<file path="config.mk">
export PLATFORM = sky130hd
export DESIGN_NAME = dapmc_control
export DESIGN_NICKNAME = d
export VERILOG_FILES = /design/src/shared/dapmc_pkg.sv /design/src/rtl/dapmc_control.sv
export SDC_FILE = /design/constraint.sdc
export NUM_CORES = 1
export LEC_CHECK = 0
export ABC_CLOCK_PERIOD_IN_PS = 2700
export BUFFER_PORTS_ARGS = -buffer_cell sky130_fd_sc_hd__buf_2
export CORE_UTILIZATION = 42
export DETAILED_ROUTE_END_ITERATION = 6
export GPL_ROUTABILITY_DRIVEN = 0
export PLACE_DENSITY_LB_ADDON = 0.25
export SYNTH_ARGS = -nofsm -noshare
export SYNTH_HDL_FRONTEND = slang
export SYNTH_SLANG_ARGS = --single-unit
</file>
<file path="constraint.sdc">
create_clock -name clock -period 2.7 [get_ports clock]
set_clock_uncertainty 0.05 [all_clocks]
set_input_delay 0.27 -clock clock [delete_from_list [all_inputs] [get_ports clock]]
set_output_delay 0.27 -clock clock [all_outputs]
set_load 0.01 [all_outputs]
</file>
<file path="src/shared/dapmc_pkg.sv">
package dapmc_pkg;

  // Tri-level pad comparator codes for the multi-function pins.
  localparam logic [1:0] LVL_LOW  = 2'h0;
  localparam logic [1:0] LVL_HIGH = 2'h1;
  localparam logic [1:0] LVL_MID  = 2'h2;

  // Converter word width and channel count.
  localparam int SAMPLE_W  = 8;
  localparam int CHAN_NUM  = 2;

  // Calibration request qualification, in input clock cycles.
  localparam int CAL_MIN_CYCLES = 80;
  localparam int CAL_CNT_W      = 8;

  // Serial configuration frame length in bits.
  localparam int SER_FRAME_BITS = 16;

  // Register byte offsets.
  localparam logic [3:0] OFS_CONFIG = 4'h0;
  localparam logic [3:0] OFS_STATUS = 4'h4;
  localparam logic [3:0] OFS_SERIAL = 4'h8;

  // Config register field positions (extended control mode settings).
  localparam int CFG_RANGE_BIT = 0;
  localparam int CFG_AMP_BIT   = 1;
  localparam int CFG_EDGE_BIT  = 2;
  localparam int CFG_DDR_BIT   = 3;
  localparam int CFG_W         = 4;
  localparam logic [3:0] CFG_RESET = 4'h2;

  // AXI responses.
  localparam logic [1:0] RESP_OKAY   = 2'h0;
  localparam logic [1:0] RESP_SLVERR = 2'h2;

  // Decoded operating mode.
  typedef struct packed {
    logic extended;
    logic rangeHigh;
    logic ampNormal;
    logic edgeRise;
    logic ddr;
    logic interleave;
  } dapmc_mode_s;

endpackage

</file>
<file path="src/rtl/dapmc_control.sv">
`timescale 1ns/1ps
// Operation
// - Calibration starts only after a qualified low then qualified high interval.
// - Full power-down high powers down both channels and their logic.
// - Second-channel power-down high stops only the Q channel.
// - Sync pulse resets the output data clock for multi-device alignment.
// - Normal mode: range pin low gives 650 mV, high gives 870 mV.
// - Range pin floating or mid-supply selects extended control mode.
// - Extended mode: amplitude pin becomes the serial shift clock.
// - Normal mode: amplitude pin high normal swing, low reduced swing.
// - Normal mode: edge pin picks output clock edge where data changes.
// - Normal mode: edge pin floating selects double data rate output clocking.
// - Extended mode: edge pin becomes serial data, sampled on shift clock.
// - Each channel demultiplexes 1:2 onto two half-rate buses.
// - Each result is an 8-bit offset binary word.
// - Interleave mode lets both channels act as one double-rate converter.
// - Range pin floating: delay pin is serial chip select, delay short.
// - Analog input is sampled on the falling edge of the input clock.
module dapmc_control #(
  parameter int CAL_CYCLES = dapmc_pkg::CAL_MIN_CYCLES
) (
  // Clock, reset, enable.
  input  wire logic                          clock,
  input  wire logic                          srst,
  input  wire logic                          ce,
  // Control pins (asynchronous to clock).
  input  wire logic                          calRequestPin,
  input  wire logic                          fullPowerDownPin,
  input  wire logic                          secondChannelPowerDownPin,
  input  wire logic                          outputClockSyncPulsePin,
  input  wire logic [1:0]                    rangeSelectExtendedEnable,
  input  wire logic [1:0]                    amplitudeSelectSerialClock,
  input  wire logic [1:0]                    edgeSelectSerialData,
  input  wire logic [1:0]                    calDelayChipSelect,
  // Converter core results, two's complement, same clock.
  input  wire logic [7:0]                    coreSampleI,
  input  wire logic [7:0]                    coreSampleQ,
  // Output buses and clock.
  output logic [1:0][7:0]                    busA,
  output logic [1:0][7:0]                    busB,
  output logic                               outputDataClock,
  // Core controls.
  output logic                               calStart,
  output logic                               powerDownI,
  output logic                               powerDownQ,
  output logic                               rangeHigh,
  output logic                               ampNormal,
  output logic                               calDelayLong,
  output dapmc_pkg::dapmc_mode_s             modeOut,
  // AXI4-Lite slave.
  input  wire logic [3:0]                    s_axi_awaddr,
  input  wire logic                          s_axi_awvalid,
  output logic                               s_axi_awready,
  input  wire logic [31:0]                   s_axi_wdata,
  input  wire logic [3:0]                    s_axi_wstrb,
  input  wire logic                          s_axi_wvalid,
  output logic                               s_axi_wready,
  output logic [1:0]                         s_axi_bresp,
  output logic                               s_axi_bvalid,
  input  wire logic                          s_axi_bready,
  input  wire logic [3:0]                    s_axi_araddr,
  input  wire logic                          s_axi_arvalid,
  output logic                               s_axi_arready,
  output logic [31:0]                        s_axi_rdata,
  output logic [1:0]                         s_axi_rresp,
  output logic                               s_axi_rvalid,
  input  wire logic                          s_axi_rready
);

  typedef enum logic [1:0] {CAL_IDLE, CAL_LOW, CAL_HIGH, CAL_DONE} dapmc_cal_e;

  localparam int PIN_W = 12;
  localparam int CAL_CNT_W_L = dapmc_pkg::CAL_CNT_W;
  localparam logic [CAL_CNT_W_L-1:0] CAL_TARGET = CAL_CNT_W_L'(CAL_CYCLES);

  // All pins pass two flip-flops; only the second stage is read.
  logic [PIN_W-1:0] pinSync1_ff;
  logic [PIN_W-1:0] pinSync2_ff;
  wire  [PIN_W-1:0] pinRaw = {calRequestPin, fullPowerDownPin, secondChannelPowerDownPin,
                              outputClockSyncPulsePin, rangeSelectExtendedEnable,
                              amplitudeSelectSerialClock, edgeSelectSerialData,
                              calDelayChipSelect};
  always_ff @(posedge clock) begin
    if (srst) begin
      pinSync1_ff <= '0;
      pinSync2_ff <= '0;
    end else if (ce) begin
      pinSync1_ff <= pinRaw;
      pinSync2_ff <= pinSync1_ff;
    end
  end

  wire       calReqS   = pinSync2_ff[11];
  wire       fullPdS   = pinSync2_ff[10];
  wire       secPdS    = pinSync2_ff[9];
  wire       syncPlsS  = pinSync2_ff[8];
  wire [1:0] rangeLvl  = pinSync2_ff[7:6];
  wire [1:0] ampLvl    = pinSync2_ff[5:4];
  wire [1:0] edgeLvl   = pinSync2_ff[3:2];
  wire [1:0] delayLvl  = pinSync2_ff[1:0];

  // Three-level decode; mid comes from a floating or half-supply pin.
  wire extMode  = (rangeLvl == dapmc_pkg::LVL_MID);
  wire edgeMid  = (edgeLvl == dapmc_pkg::LVL_MID);
  wire delayMid = (delayLvl == dapmc_pkg::LVL_MID);

  logic [dapmc_pkg::CFG_W-1:0] config_ff;

  // Normal mode reads the pins; extended mode reads the config register.
  wire nxtRange = extMode ? config_ff[dapmc_pkg::CFG_RANGE_BIT]
                          : (rangeLvl == dapmc_pkg::LVL_HIGH);
  wire nxtAmp   = extMode ? config_ff[dapmc_pkg::CFG_AMP_BIT]
                          : (ampLvl == dapmc_pkg::LVL_HIGH);
  wire nxtEdge  = extMode ? config_ff[dapmc_pkg::CFG_EDGE_BIT]
                          : (edgeLvl == dapmc_pkg::LVL_HIGH);
  wire nxtDdr   = extMode ? config_ff[dapmc_pkg::CFG_DDR_BIT] : edgeMid;
  // A long delay is only possible outside extended mode.
  wire nxtDelayLong = ~extMode & (delayLvl == dapmc_pkg::LVL_HIGH);
  wire nxtInterleave = delayMid;

  // Mode and power flags, registered so every output comes from a flop.
  dapmc_pkg::dapmc_mode_s mode_ff;
  logic pdI_ff;
  logic pdQ_ff;
  logic delayLong_ff;
  always_ff @(posedge clock) begin
    if (srst) begin
      mode_ff      <= '0;
      pdI_ff       <= 1'b0;
      pdQ_ff       <= 1'b0;
      delayLong_ff <= 1'b0;
    end else if (ce) begin
      mode_ff      <= '{extMode, nxtRange, nxtAmp, nxtEdge, nxtDdr, nxtInterleave};
      pdI_ff       <= fullPdS;
      pdQ_ff       <= fullPdS | secPdS;
      delayLong_ff <= nxtDelayLong;
    end
  end

  // Calibration request qualifier: low run then high run, each CAL_CYCLES long.
  dapmc_cal_e              calState_ff;
  dapmc_cal_e              nxtCalState;
  logic [CAL_CNT_W_L-1:0]  calCnt_ff;
  logic [CAL_CNT_W_L-1:0]  nxtCalCnt;
  logic                    calStart_ff;
  logic                    nxtCalStart;
  wire                     calCntFull = (calCnt_ff >= CAL_TARGET);
  wire [CAL_CNT_W_L-1:0]   calCntInc  = calCntFull ? calCnt_ff : calCnt_ff + 1'b1;
  always_comb begin
    nxtCalState = calState_ff;
    nxtCalCnt   = calCntInc;
    nxtCalStart = 1'b0;
    case (calState_ff)
      CAL_IDLE, CAL_DONE: begin
        nxtCalCnt = CAL_CNT_W_L'(1);
        if (!calReqS) begin
          nxtCalState = CAL_LOW;
        end
      end
      CAL_LOW: begin
        if (calReqS) begin
          nxtCalCnt   = CAL_CNT_W_L'(1);
          nxtCalState = calCntFull ? CAL_HIGH : CAL_IDLE;
        end
      end
      CAL_HIGH: begin
        if (!calReqS) begin
          nxtCalCnt   = CAL_CNT_W_L'(1);
          nxtCalState = CAL_LOW;
        end else if (calCntInc == CAL_TARGET) begin
          nxtCalStart = 1'b1;
          nxtCalState = CAL_DONE;
        end
      end
      default: begin
        nxtCalState = CAL_IDLE;
      end
    endcase
  end

  // Full power-down resets the qualifier to CAL_IDLE, since the core cannot calibrate then.
  always_ff @(posedge clock) begin
    if (srst || (ce && pdI_ff)) begin
      calState_ff <= CAL_IDLE;
      calCnt_ff   <= '0;
      calStart_ff <= 1'b0;
    end else if (ce) begin
      calState_ff <= nxtCalState;
      calCnt_ff   <= nxtCalCnt;
      calStart_ff <= nxtCalStart;
    end
  end

  // Serial port: shift clock and data share the amplitude and edge pins.
  // The shift clock is oversampled, so it must stay well below clock/4.
  logic                                 serClkPrev_ff;
  logic [dapmc_pkg::SER_FRAME_BITS-1:0] serShift_ff;
  logic [4:0]                           serBits_ff;
  logic [dapmc_pkg::SER_FRAME_BITS-1:0] serWord_ff;
  wire serClk    = (ampLvl == dapmc_pkg::LVL_HIGH);
  wire serData   = (edgeLvl == dapmc_pkg::LVL_HIGH);
  wire serSelect = extMode & (delayLvl == dapmc_pkg::LVL_LOW);
  wire serRise   = serClk & ~serClkPrev_ff & serSelect;
  wire frameDone = serSelect & serRise &
                   (serBits_ff == 5'(dapmc_pkg::SER_FRAME_BITS - 1));
  wire [dapmc_pkg::SER_FRAME_BITS-1:0] serNext =
      {serShift_ff[dapmc_pkg::SER_FRAME_BITS-2:0], serData};
  always_ff @(posedge clock) begin
    if (srst) begin
      serClkPrev_ff <= 1'b0;
      serShift_ff   <= '0;
      serBits_ff    <= '0;
      serWord_ff    <= '0;
    end else if (ce) begin
      serClkPrev_ff <= serClk;
      if (!serSelect || frameDone) begin
        serBits_ff <= '0;
      end else if (serRise) begin
        serBits_ff <= serBits_ff + 5'h01;
      end
      if (serRise) begin
        serShift_ff <= serNext;
      end
      if (frameDone) begin
        serWord_ff <= serNext;
      end
    end
  end

  // Output clock divider; the sync pulse rising edge restarts it.
  logic       syncPrev_ff;
  logic [1:0] div_ff;
  logic       outClk_ff;
  wire        syncRise = syncPlsS & ~syncPrev_ff;
  wire [1:0]  nxtDiv   = syncRise ? 2'h0 : div_ff + 2'h1;
  wire        nxtOutClk = mode_ff.ddr ? nxtDiv[1] : (nxtDiv[0] ^ ~mode_ff.edgeRise);
  always_ff @(posedge clock) begin
    if (srst) begin
      syncPrev_ff <= 1'b0;
      div_ff      <= '0;
      outClk_ff   <= 1'b0;
    end else if (ce) begin
      syncPrev_ff <= syncPlsS;
      div_ff      <= nxtDiv;
      outClk_ff   <= pdI_ff ? 1'b0 : nxtOutClk;
    end
  end

  // Falling-edge capture of the core result, where the input is sampled.
  logic [7:0] capNegI_ff;
  logic [7:0] capNegQ_ff;
  logic [7:0] capPosI_ff;
  always_ff @(negedge clock) begin
    if (srst) begin
      capNegI_ff <= '0;
      capNegQ_ff <= '0;
    end else if (ce) begin
      capNegI_ff <= coreSampleI;
      capNegQ_ff <= coreSampleQ;
    end
  end
  // Interleave fills the Q path from I on the opposite clock edge.
  always_ff @(posedge clock) begin
    if (srst) begin
      capPosI_ff <= '0;
    end else if (ce) begin
      capPosI_ff <= coreSampleI;
    end
  end

  // Pair phase of the 1:2 demultiplexer follows the divider.
  wire       pairLast = div_ff[0];
  wire [7:0] chanIn [dapmc_pkg::CHAN_NUM];
  wire       chanPd [dapmc_pkg::CHAN_NUM];
  assign chanIn[0] = capNegI_ff;
  assign chanIn[1] = mode_ff.interleave ? capPosI_ff : capNegQ_ff;
  assign chanPd[0] = pdI_ff;
  assign chanPd[1] = pdQ_ff;

  logic [1:0][7:0] busA_ff;
  logic [1:0][7:0] busB_ff;
  genvar ch;
  generate
    for (ch = 0; ch < dapmc_pkg::CHAN_NUM; ch++) begin : g_chan
      logic [7:0] holdA_ff;
      // Offset binary is two's complement with the sign bit inverted.
      wire  [7:0] offBin = {~chanIn[ch][7], chanIn[ch][6:0]};
      always_ff @(posedge clock) begin
        if (srst || (ce && chanPd[ch])) begin
          holdA_ff    <= '0;
          busA_ff[ch] <= '0;
          busB_ff[ch] <= '0;
        end else if (ce) begin
          if (!pairLast) begin
            holdA_ff <= offBin;
          end else begin
            busA_ff[ch] <= holdA_ff;
            busB_ff[ch] <= offBin;
          end
        end
      end
    end
  endgenerate

  // AXI4-Lite slave: address and data taken in either order.
  logic        awReady_ff;
  logic        wReady_ff;
  logic [3:0]  awAddr_ff;
  logic [31:0] wData_ff;
  logic [3:0]  wStrb_ff;
  logic        bValid_ff;
  logic [1:0]  bResp_ff;
  logic        arReady_ff;
  logic        rValid_ff;
  logic [31:0] rData_ff;
  logic [1:0]  rResp_ff;
  wire awTake  = s_axi_awvalid & awReady_ff;
  wire wTake   = s_axi_wvalid & wReady_ff;
  wire doWrite = ~awReady_ff & ~wReady_ff & ~bValid_ff;
  wire wrCfg   = doWrite & (awAddr_ff == dapmc_pkg::OFS_CONFIG) & wStrb_ff[0];
  wire wrHit   = (awAddr_ff == dapmc_pkg::OFS_CONFIG);
  wire arTake  = s_axi_arvalid & arReady_ff;
  wire rdCfg   = (s_axi_araddr == dapmc_pkg::OFS_CONFIG);
  wire rdStat  = (s_axi_araddr == dapmc_pkg::OFS_STATUS);
  wire rdSer   = (s_axi_araddr == dapmc_pkg::OFS_SERIAL);
  wire [31:0] statWord = {21'h000000, calState_ff, pdQ_ff, pdI_ff, delayLong_ff,
                          mode_ff.interleave, mode_ff.ddr, mode_ff.edgeRise,
                          mode_ff.ampNormal, mode_ff.rangeHigh, mode_ff.extended};
  wire [31:0] rdWord = rdCfg  ? {28'h0000000, config_ff} :
                       rdStat ? statWord :
                       rdSer  ? {16'h0000, serWord_ff} : 32'h00000000;

  // Write channel handshake and response.
  always_ff @(posedge clock) begin
    if (srst) begin
      awReady_ff <= 1'b1;
      wReady_ff  <= 1'b1;
      awAddr_ff  <= '0;
      wData_ff   <= '0;
      wStrb_ff   <= '0;
      bValid_ff  <= 1'b0;
      bResp_ff   <= dapmc_pkg::RESP_OKAY;
    end else if (ce) begin
      if (awTake) begin
        awReady_ff <= 1'b0;
        awAddr_ff  <= s_axi_awaddr;
      end
      if (wTake) begin
        wReady_ff <= 1'b0;
        wData_ff  <= s_axi_wdata;
        wStrb_ff  <= s_axi_wstrb;
      end
      if (doWrite) begin
        bValid_ff <= 1'b1;
        bResp_ff  <= wrHit ? dapmc_pkg::RESP_OKAY : dapmc_pkg::RESP_SLVERR;
      end else if (bValid_ff && s_axi_bready) begin
        bValid_ff  <= 1'b0;
        awReady_ff <= 1'b1;
        wReady_ff  <= 1'b1;
      end
    end
  end

  // A finished serial frame loads the config; a bus write in the same cycle wins.
  always_ff @(posedge clock) begin
    if (srst) begin
      config_ff <= dapmc_pkg::CFG_RESET;
    end else if (ce) begin
      if (wrCfg) begin
        config_ff <= wData_ff[dapmc_pkg::CFG_W-1:0];
      end else if (frameDone) begin
        config_ff <= serNext[dapmc_pkg::CFG_W-1:0];
      end
    end
  end

  // Read channel: one-cycle answer after the address is taken.
  always_ff @(posedge clock) begin
    if (srst) begin
      arReady_ff <= 1'b1;
      rValid_ff  <= 1'b0;
      rData_ff   <= '0;
      rResp_ff   <= dapmc_pkg::RESP_OKAY;
    end else if (ce) begin
      if (arTake) begin
        arReady_ff <= 1'b0;
        rValid_ff  <= 1'b1;
        rData_ff   <= rdWord;
        rResp_ff   <= (rdCfg | rdStat | rdSer) ? dapmc_pkg::RESP_OKAY : dapmc_pkg::RESP_SLVERR;
      end else if (rValid_ff && s_axi_rready) begin
        rValid_ff  <= 1'b0;
        arReady_ff <= 1'b1;
      end
    end
  end

  // Output drive.
  assign busA            = busA_ff;
  assign busB            = busB_ff;
  assign outputDataClock = outClk_ff;
  assign calStart        = calStart_ff;
  assign powerDownI      = pdI_ff;
  assign powerDownQ      = pdQ_ff;
  assign rangeHigh       = mode_ff.rangeHigh;
  assign ampNormal       = mode_ff.ampNormal;
  assign calDelayLong    = delayLong_ff;
  assign modeOut         = mode_ff;
  assign s_axi_awready   = awReady_ff;
  assign s_axi_wready    = wReady_ff;
  assign s_axi_bvalid    = bValid_ff;
  assign s_axi_bresp     = bResp_ff;
  assign s_axi_arready   = arReady_ff;
  assign s_axi_rvalid    = rValid_ff;
  assign s_axi_rdata     = rData_ff;
  assign s_axi_rresp     = rResp_ff;

  // Helper: length of the current high run on the synchronised request.
  logic [CAL_CNT_W_L-1:0] hiRun_ff;
  always_ff @(posedge clock) begin
    if (srst) begin
      hiRun_ff <= '0;
    end else if (ce) begin
      if (!calReqS) begin
        hiRun_ff <= '0;
      end else if (hiRun_ff != '1) begin
        hiRun_ff <= hiRun_ff + 1'b1;
      end
    end
  end

  a_cal_high_run: assert property (@(posedge clock) disable iff (srst)
    $rose(calStart_ff) |-> hiRun_ff >= CAL_TARGET - 1'b1)
    else $error("Calibration started before a full high interval.");
  a_cal_pulse_one: assert property (@(posedge clock) disable iff (srst)
    ce && calStart_ff |=> !calStart_ff)
    else $error("Calibration start lasted more than one cycle.");
  a_full_pd_buses: assert property (@(posedge clock) disable iff (srst)
    ce && pdI_ff |=> busA_ff == '0 && busB_ff == '0 && !outClk_ff)
    else $error("Outputs active during full power-down.");
  a_q_pd_only: assert property (@(posedge clock) disable iff (srst)
    ce && secPdS && !fullPdS |=> pdQ_ff && !pdI_ff)
    else $error("Second-channel power-down affected the first channel.");
  a_sync_restart: assert property (@(posedge clock) disable iff (srst)
    ce && syncRise |=> div_ff == 2'h0)
    else $error("Sync pulse did not restart the output clock divider.");
  a_range_normal: assert property (@(posedge clock) disable iff (srst)
    ce && !extMode |=> mode_ff.rangeHigh == ($past(rangeLvl) == dapmc_pkg::LVL_HIGH))
    else $error("Range select not taken from the pin in normal mode.");
  a_ext_mode: assert property (@(posedge clock) disable iff (srst)
    ce && extMode |=> mode_ff.extended &&
    mode_ff.rangeHigh == $past(config_ff[dapmc_pkg::CFG_RANGE_BIT]))
    else $error("Floating range pin did not select extended mode.");
  a_ddr_float: assert property (@(posedge clock) disable iff (srst)
    ce && !extMode && edgeMid |=> mode_ff.ddr)
    else $error("Floating edge pin did not enable double data rate.");
  a_delay_short: assert property (@(posedge clock) disable iff (srst)
    mode_ff.extended |-> !calDelayLong)
    else $error("Long calibration delay seen in extended mode.");
  a_demux_pair: assert property (@(posedge clock) disable iff (srst)
    ce && !pdI_ff && pairLast ##1 ce && !pdI_ff |-> busA_ff[0] == $past(g_chan[0].holdA_ff))
    else $error("Bus A did not take the first sample of the pair.");

endmodule

</file>
==> flow_summary_export.csv, run 1 <==
group,metric,value,unit
status,run_status,"finished, final reports clean",
detailed_routing,top_layer,"met4",
pwr,cellLeakagePower,3.80,nW
detailed_routing,drcViolationCount,0,
setup_path,r2r-end,"busB[9]",
setup_path,max_stage_delay,0.33,ns
setup_path,cp.depth,2,
yosys,synthFlopType,"dfxtp_1",
grt,grt_pass1_wl,27600,um
layout,area_growth,18.6,%
floorplanning,die_x,137,um
sta,fin_ws,0.491,ns
detailed_routing,vias_per_cell,4.99,
pwr,p_per_area,669,nW/um2
sta,hold_viol_final,0,
yosys,syn_area,7670,um2
placed_design,post-place-ws,0.316,ns
detailed_routing,drt_pass1_iterations,5,
sta,drv_slew,0,
yosys,yosysWarningCount,0,
floorplanning,start_util,42.9,%
floorplanning,die_area,18800,um2
clock_network,tritoncts,"built",
setup_path,setup.worst_path.start_class,"flop",
clock_network,cts_resized,0,
sta,setup_viol,0,
clock_network,root_buffer,"clkbuf_16",
grt,grt_overflow_total,0,
detailed_routing,wl,17000,um
yosys,syn_avg_cell_area,8.45,um2
setup_path,required,3.00,ns
setup_path,crit_fanout,2,
detailed_routing,wl_met1,7900,um
setup_path,critPathKind,"flop to flop",
setup_path,crit_path_start,"capNegQ_ff[1]",
setup_path,rrSetupSlack,0.49,ns
setup_path,reg2reg_from,"capNegQ_ff[1]",
sta,fin_tns_setup,0,ns
min_path,hp-class,"input port to flop",
detailed_routing,drt_iter0_drc,298,
sta,rsz0062_at_grt,"no",
yosys,synth_top_area_share,50.4,%
setup_path,critical-path-top-delay-family,"flip-flops",
pwr,ir_drop,451,uV
sta,tightestPinTransition,1.07,ns
yosys,synth_area_leaders,"dfxtp_1 50%, nand2_1 8.9%, mux2i_1 8.2%, a21oi_1 7.5%, nor2_1 5.9%",
detailed_routing,routedWlPerCell,13.5,um
yosys,synth_top_cell_by_area,"dfxtp_1",
clock_network,cts-buffers-inserted,17,
yosys,ys_ff_latch,193,
setup_path,crit_arrival,2.51,ns
floorplanning,ioPinCount,166,
floorplanning,rows,49,
yosys,synth_cell_types,50,
clock_network,postCtsSetupBuffers,0,
detailed_routing,wl_met2,8180,um
setup_path,crit_end,"busB[9]",
grt,grt_pass1_vias,5540,
setup_path,endpoint_kind,"flop",
setup_path,worstPathCellList,"mux2i_1, a211oi_1",
layout,final_core_util,50.8,%
clock_network,clk_pin_slew,0.08,ns
placed_design,dp_hpwl,11800,um
detailed_routing,vias,6310,
clock_network,h-tree-depth,4,
floorplanning,coreArea,17900,um2
sta,holdWs,0.0145,ns
clock_network,cts.sinks,193,
clock_network,max-clock-path-buffers,2,
yosys,syn-instance-count,908,
yosys,synth_edf_count,0,
flow_run,cap_violations,0,
floorplanning,die_h,137,um
grt,antenna_found_initial,1,
placed_design,io_buffer_count,116,
yosys,async_reset_ff_share,0,%
detailed_routing,drtAntennaViolNets,0,
grt,grt_max_degree,106,
setup_path,crit_slowest_cell,"dfxtp_1",
detailed_routing,met3_length,848,um
yosys,seq_area_frac_synth,50.4,%
setup_path,cp_num_buf_inv,0,
layout,drive_above_1_share,17.3,%
clock_network,postCtsHoldBufs,0,
grt,track_usage,18.8,%
setup_path,ff2ff_path_depth,2,
sta,slew_headroom,28.5,%
clock_network,clock_latency,0.46,ns
layout,fin_nets,1108,
through the flow:
step,power [mW],instances,area [um2]
after floorplan,3.41,925,7740
after global placement,3.55,1216,8430
after detailed placement,3.55,1216,8430
after CTS,6.15,1263,9090
after global routing,6.33,1263,9090
final,6.09,1264,9100
tightest hold or removal path, delay by kind of cell:
kind / cells / cell delay (ns)
buf+inv: 1 / 0.07
simple gates: 1 / 0.07
mux: 1 / 0.05
worst min-delay path by stage:
stage | from | endpoint | slack (ns) | cells past startpoint
after global routing | edgeSelectSerialData[0] | pinSync1_ff[2] | 0.02 | 3
after global placement | serWord_ff[0] | serWord_ff[0] | 0.39 | 2
after floorplan | s_axi_awaddr[0] | awAddr_ff[0] | 0.36 | 2
after CTS | s_axi_awaddr[2] | awAddr_ff[2] | 0.002 | 3
final | s_axi_awaddr[2] | awAddr_ff[2] | 0.01 | 3
after detailed placement | busA[2] | busA[2] | 0.39 | 2
layout by cell type, fill, tap and decap left out, types with 17 or more instances in the layout:
master,n
dfxtp_1,193
nand2_1,181
nor2_1,121
inv_1,23
a211oi_1,25
conb_1,18
a21oi_1,115
buf_4,21
buf_2,114
clkbuf_16,17
mux2i_1,63
registers in the layout, summed over array words and instances, names as in the netlist, 2 cells and up:
| register | count |
|---|---|
| calState_ff | 2 |
| capPosI_ff | 8 |
| capNegQ_ff | 8 |
| capNegI_ff | 8 |
| awAddr_ff | 4 |
| calCnt_ff | 8 |
| busB | 16 |
| div_ff | 2 |
| g_chan.holdA_ff | 16 |
| pinSync2_ff | 12 |
| busA | 16 |
| config_ff | 4 |
| serWord_ff | 16 |
| serBits_ff | 5 |
| s_axi_rdata | 16 |
| pinSync1_ff | 12 |
| serShift_ff | 15 |
| wData_ff | 4 |
| modeOut | 4 |
kinds of logic (layout without fill, tap and decap cells):
logic type	after synthesis	after routing	share of synthesized area [%]
flops	193	193	50.4
fa+ha+maj	7	7	1.14
buf+inv	84	193	5.22
compound gates	176	176	13.3
simple gates	378	378	21.0
other cells	1	19	0.0489
xor+xnor	4	4	0.457
mux	65	65	8.56
per-layer routing:
| metal | up-vias | global-route usage [%] |
|---|---|---|
| li1 | 3258 | - |
| met1 | 2899 | 24.5 |
| met2 | 142 | 30.8 |
| met3 | 11 | 4.96 |
| met4 | 0 | 4.27 |
| met5 | - | 0 |
power by group:
group	total, mW	switching, mW	internal, mW
logic	0.438	0.267	0.171
clock network	2.64	1.27	1.37
registers	3.01	0.0680	2.94
total	6.09	1.61	4.48
cells in the mapped netlist (all sizes together), types with 13 or more instances:
cell type	n
a211oi	25
a21oi	115
a22oi	13
buf	35
clkbuf	40
dfxtp	193
mux2i	63
nand2	181
nand2b	13
nand3	14
nor2	122
nor3	16
area by class of cell:
type / count / area [um2]
antenna: 1 / 2.50
clock buffer: 18 / 429
clock inverter: 30 / 238
fill: 1748 / 8810
inverter: 8 / 30.0
multi-input combinational: 648 / 3480
sequential: 193 / 3860
tap: 229 / 287
timing repair buffer: 137 / 768
No activity file was read; power rests on OpenSTA's default activity.
==> inputs of run 2 (changes only) <==
- ABC_CLOCK_PERIOD_IN_PS: 2700 -> 1900
- clock period: 2.7 -> 1.9 ns (I/O delays scaled with it)
==> run 2 against run 1 <==
Compared with the run above:
- the run now ends with setup timing left
- core utilization is 4.5 points higher
- final area up 8.9%
- sequential share of layout area is 3.3 points lower
- via count rose by 5.5%
- flip-flop and latch count is the same
- routed wire length is 7.4% higher
- worst hold slack improved by 0.013 ns
- combinational power up 70%
- critical endpoint is now calState_ff[0]
- largest cell class unchanged
- highest routed layer unchanged
==> flow_summary_export.csv, run 2 (synthesis results as in run 1) <==
group,metric,value,unit
placed_design,dp_hpwl,12400,um
clock_network,h-tree-depth,4,
pwr,cellLeakagePower,4.15,nW
min_path,hp-start,"coreSampleI[5]",
layout,fillers,1664,
setup_path,reg2reg_from,"calCnt_ff[0]",
clock_network,clock_latency,0.45,ns
min_path,worstHoldPathCells,3,
clock_network,clk_pin_slew,0.08,ns
layout,drive_above_1_share,21.4,%
clock_network,cts.sinks,193,
detailed_routing,drt_pass1_iterations,6,
layout,final-seq-area,3880,um2
layout,final_cell_count_no_fill,1333,
min_path,hp-class,"input port to flop",
setup_path,crit_top_cell,"or4_4",
sta,drv_slew,0,
layout,final_core_util,55.3,%
setup_path,endpoint_kind,"flop",
detailed_routing,vias_per_cell,5.00,
detailed_routing,drt_iter0_drc,385,
layout,final_area,9900,um2
clock_network,max-clock-path-buffers,2,
status,violations,"setup timing",
pwr,ir_drop,745,uV
setup_path,required,2.20,ns
floorplanning,rows,49,
flow_run,cap_violations,0,
layout,antenna_cells,0,
setup_path,max_stage_delay,0.52,ns
detailed_routing,drtAntennaViolNets,0,
setup_path,critical-path-top-delay-family,"simple AND/OR/NAND/NOR gates",
sta,fmax,512,MHz
sta,post-route-period-util,103,%
layout,final_common_cell,"dfxtp_1",
setup_path,crit_arrival,2.25,ns
sta,fin_ws,-0.0525,ns
layout,multi_input_area,3600,um2
clock_network,tritoncts,"built",
detailed_routing,wl,18300,um
detailed_routing,vias,6659,
clock_network,root_buffer,"clkbuf_16",
placed_design,dp_cells,1248,
sta,slew_headroom,62.6,%
setup_path,crit_slowest_cell,"or4_4",
sta,hold_viol_final,0,
setup_path,ff2ff_path_depth,6,
sta,setup_viol,2,
setup_path,crit_path_start,"calCnt_ff[0]",
pwr,p_per_area,884,nW/um2
setup_path,rrSetupSlack,-0.05,ns
grt,grt_pass1_vias,6018,
layout,fin_nets,1178,
grt,grt_max_degree,106,
detailed_routing,drcViolationCount,0,
grt,track_usage,19.8,%
sta,rsz0062_at_grt,"yes",
setup_path,crit_fanout,4,
floorplanning,ioPinCount,166,
status,run_status,"complete, but fails checks",
floorplanning,coreArea,17900,um2
grt,grt_pass1_wl,29300,um
placed_design,io_buffer_count,116,
setup_path,setup.worst_path.start_class,"flop",
clock_network,cts-buffers-inserted,17,
setup_path,cp_num_buf_inv,0,
min_path,hold_path_end,"capPosI_ff[5]",
grt,grt_overflow_total,0,
grt,antenna_found_initial,0,
detailed_routing,routedWlPerCell,13.7,um
setup_path,worstPathCellList,"nand3_2, or4_4, xor2_4, a41oi_2, or4_4, o31ai_1",
layout,area_growth,29.1,%
layout,final_cell_mix,"187 x dfxtp_1, 181 x nand2_1, 120 x nor2_1",
setup_path,r2r-end,"calState_ff[0]",
floorplanning,start_util,42.9,%
setup_path,critPathKind,"flop to flop",
floorplanning,die_h,137,um
floorplanning,die_area,18800,um2
sta,tightestPinTransition,0.560,ns
placed_design,place_area,8760,um2
floorplanning,die_x,137,um
sta,period_minus_slack,1.95,ns
[run 2: cell count changes in the layout (fill, tap and decap cells not counted), moves of 2 or more]
| cell | delta |
|---|---|
| buf_4 | +31 |
| buf_12 | +5 |
| dfxtp_4 | +2 |
| dlygate4sd3_1 | +33 |
| dfxtp_2 | +4 |
| ha_1 | -2 |
| dfxtp_1 | -6 |
[run 2: worst max-delay path by stage]
stage / end / slack, ns / cells past startpoint
6_report: calState_ff[0] / -0.05 / 6
5_1_grt: calState_ff[0] / -0.12 / 6
4_1_cts: calState_ff[0] / -0.06 / 6
3_5_place_dp: calState_ff[0] / -0.04 / 6
3_3_place_gp: calState_ff[0] / -0.02 / 6
2_1_floorplan: capNegQ_ff[0] / 0.0002 / 5
[run 2: repair_timing]
| item | 4_1_cts | 5_1_grt |
|---|---|---|
| gates resized for setup | 3 | 22 |
| setup endpoints to repair | 5 | 45 |
| hold endpoints to repair | 31 | 0 |
| pin swaps | 1 | 4 |
| buffers inserted | 3 | 2 |
| hold buffers | 33 | 0 |
[run 2: cell type report]
cell class,count,area share (%)
clock inverter,30,2.30
inverter,8,0.303
clock buffer,18,4.43
sequential,193,39.1
multi-input combinational,648,36.4
timing repair buffer,207,14.6
tap,229,2.89
[run 2: report_power, final]
group	switching (mW)	internal, mW	leakage (nW)
sequential	0.0940	4.17	1.57
clock	1.83	1.92	0.383
combinational	0.412	0.332	2.20
total	2.33	6.42	4.15
[run 2: tightest hold or removal path, cell delays in order]
cell and delay [ns]:
buf_2 0.12, nand2_1 0.09, a21oi_1 0.06
[run 2: per-stage QoR]
stage	TNS (ns)	hold slack, ns	total power [mW]	worst slack (ns)
after global placement	-0.0398	0.369	5.09	-0.0233
final	-0.0675	0.0273	8.76	-0.0525
after detailed placement	-0.0745	0.378	5.10	-0.0398
after floorplan	0	0.284	4.86	0.000173
after CTS	-0.0964	0.00190	8.81	-0.0579
after global routing	-0.473	0.0360	9.11	-0.118
[run 2: routing by layer]
layer,share of wire [%],track usage [%],vias up
li1,-,-,3386
met1,45,25.2,3118
met2,50,33.6,139
met3,4.3,4.15,16
met4,0.93,5.98,0
met5,0,0,-
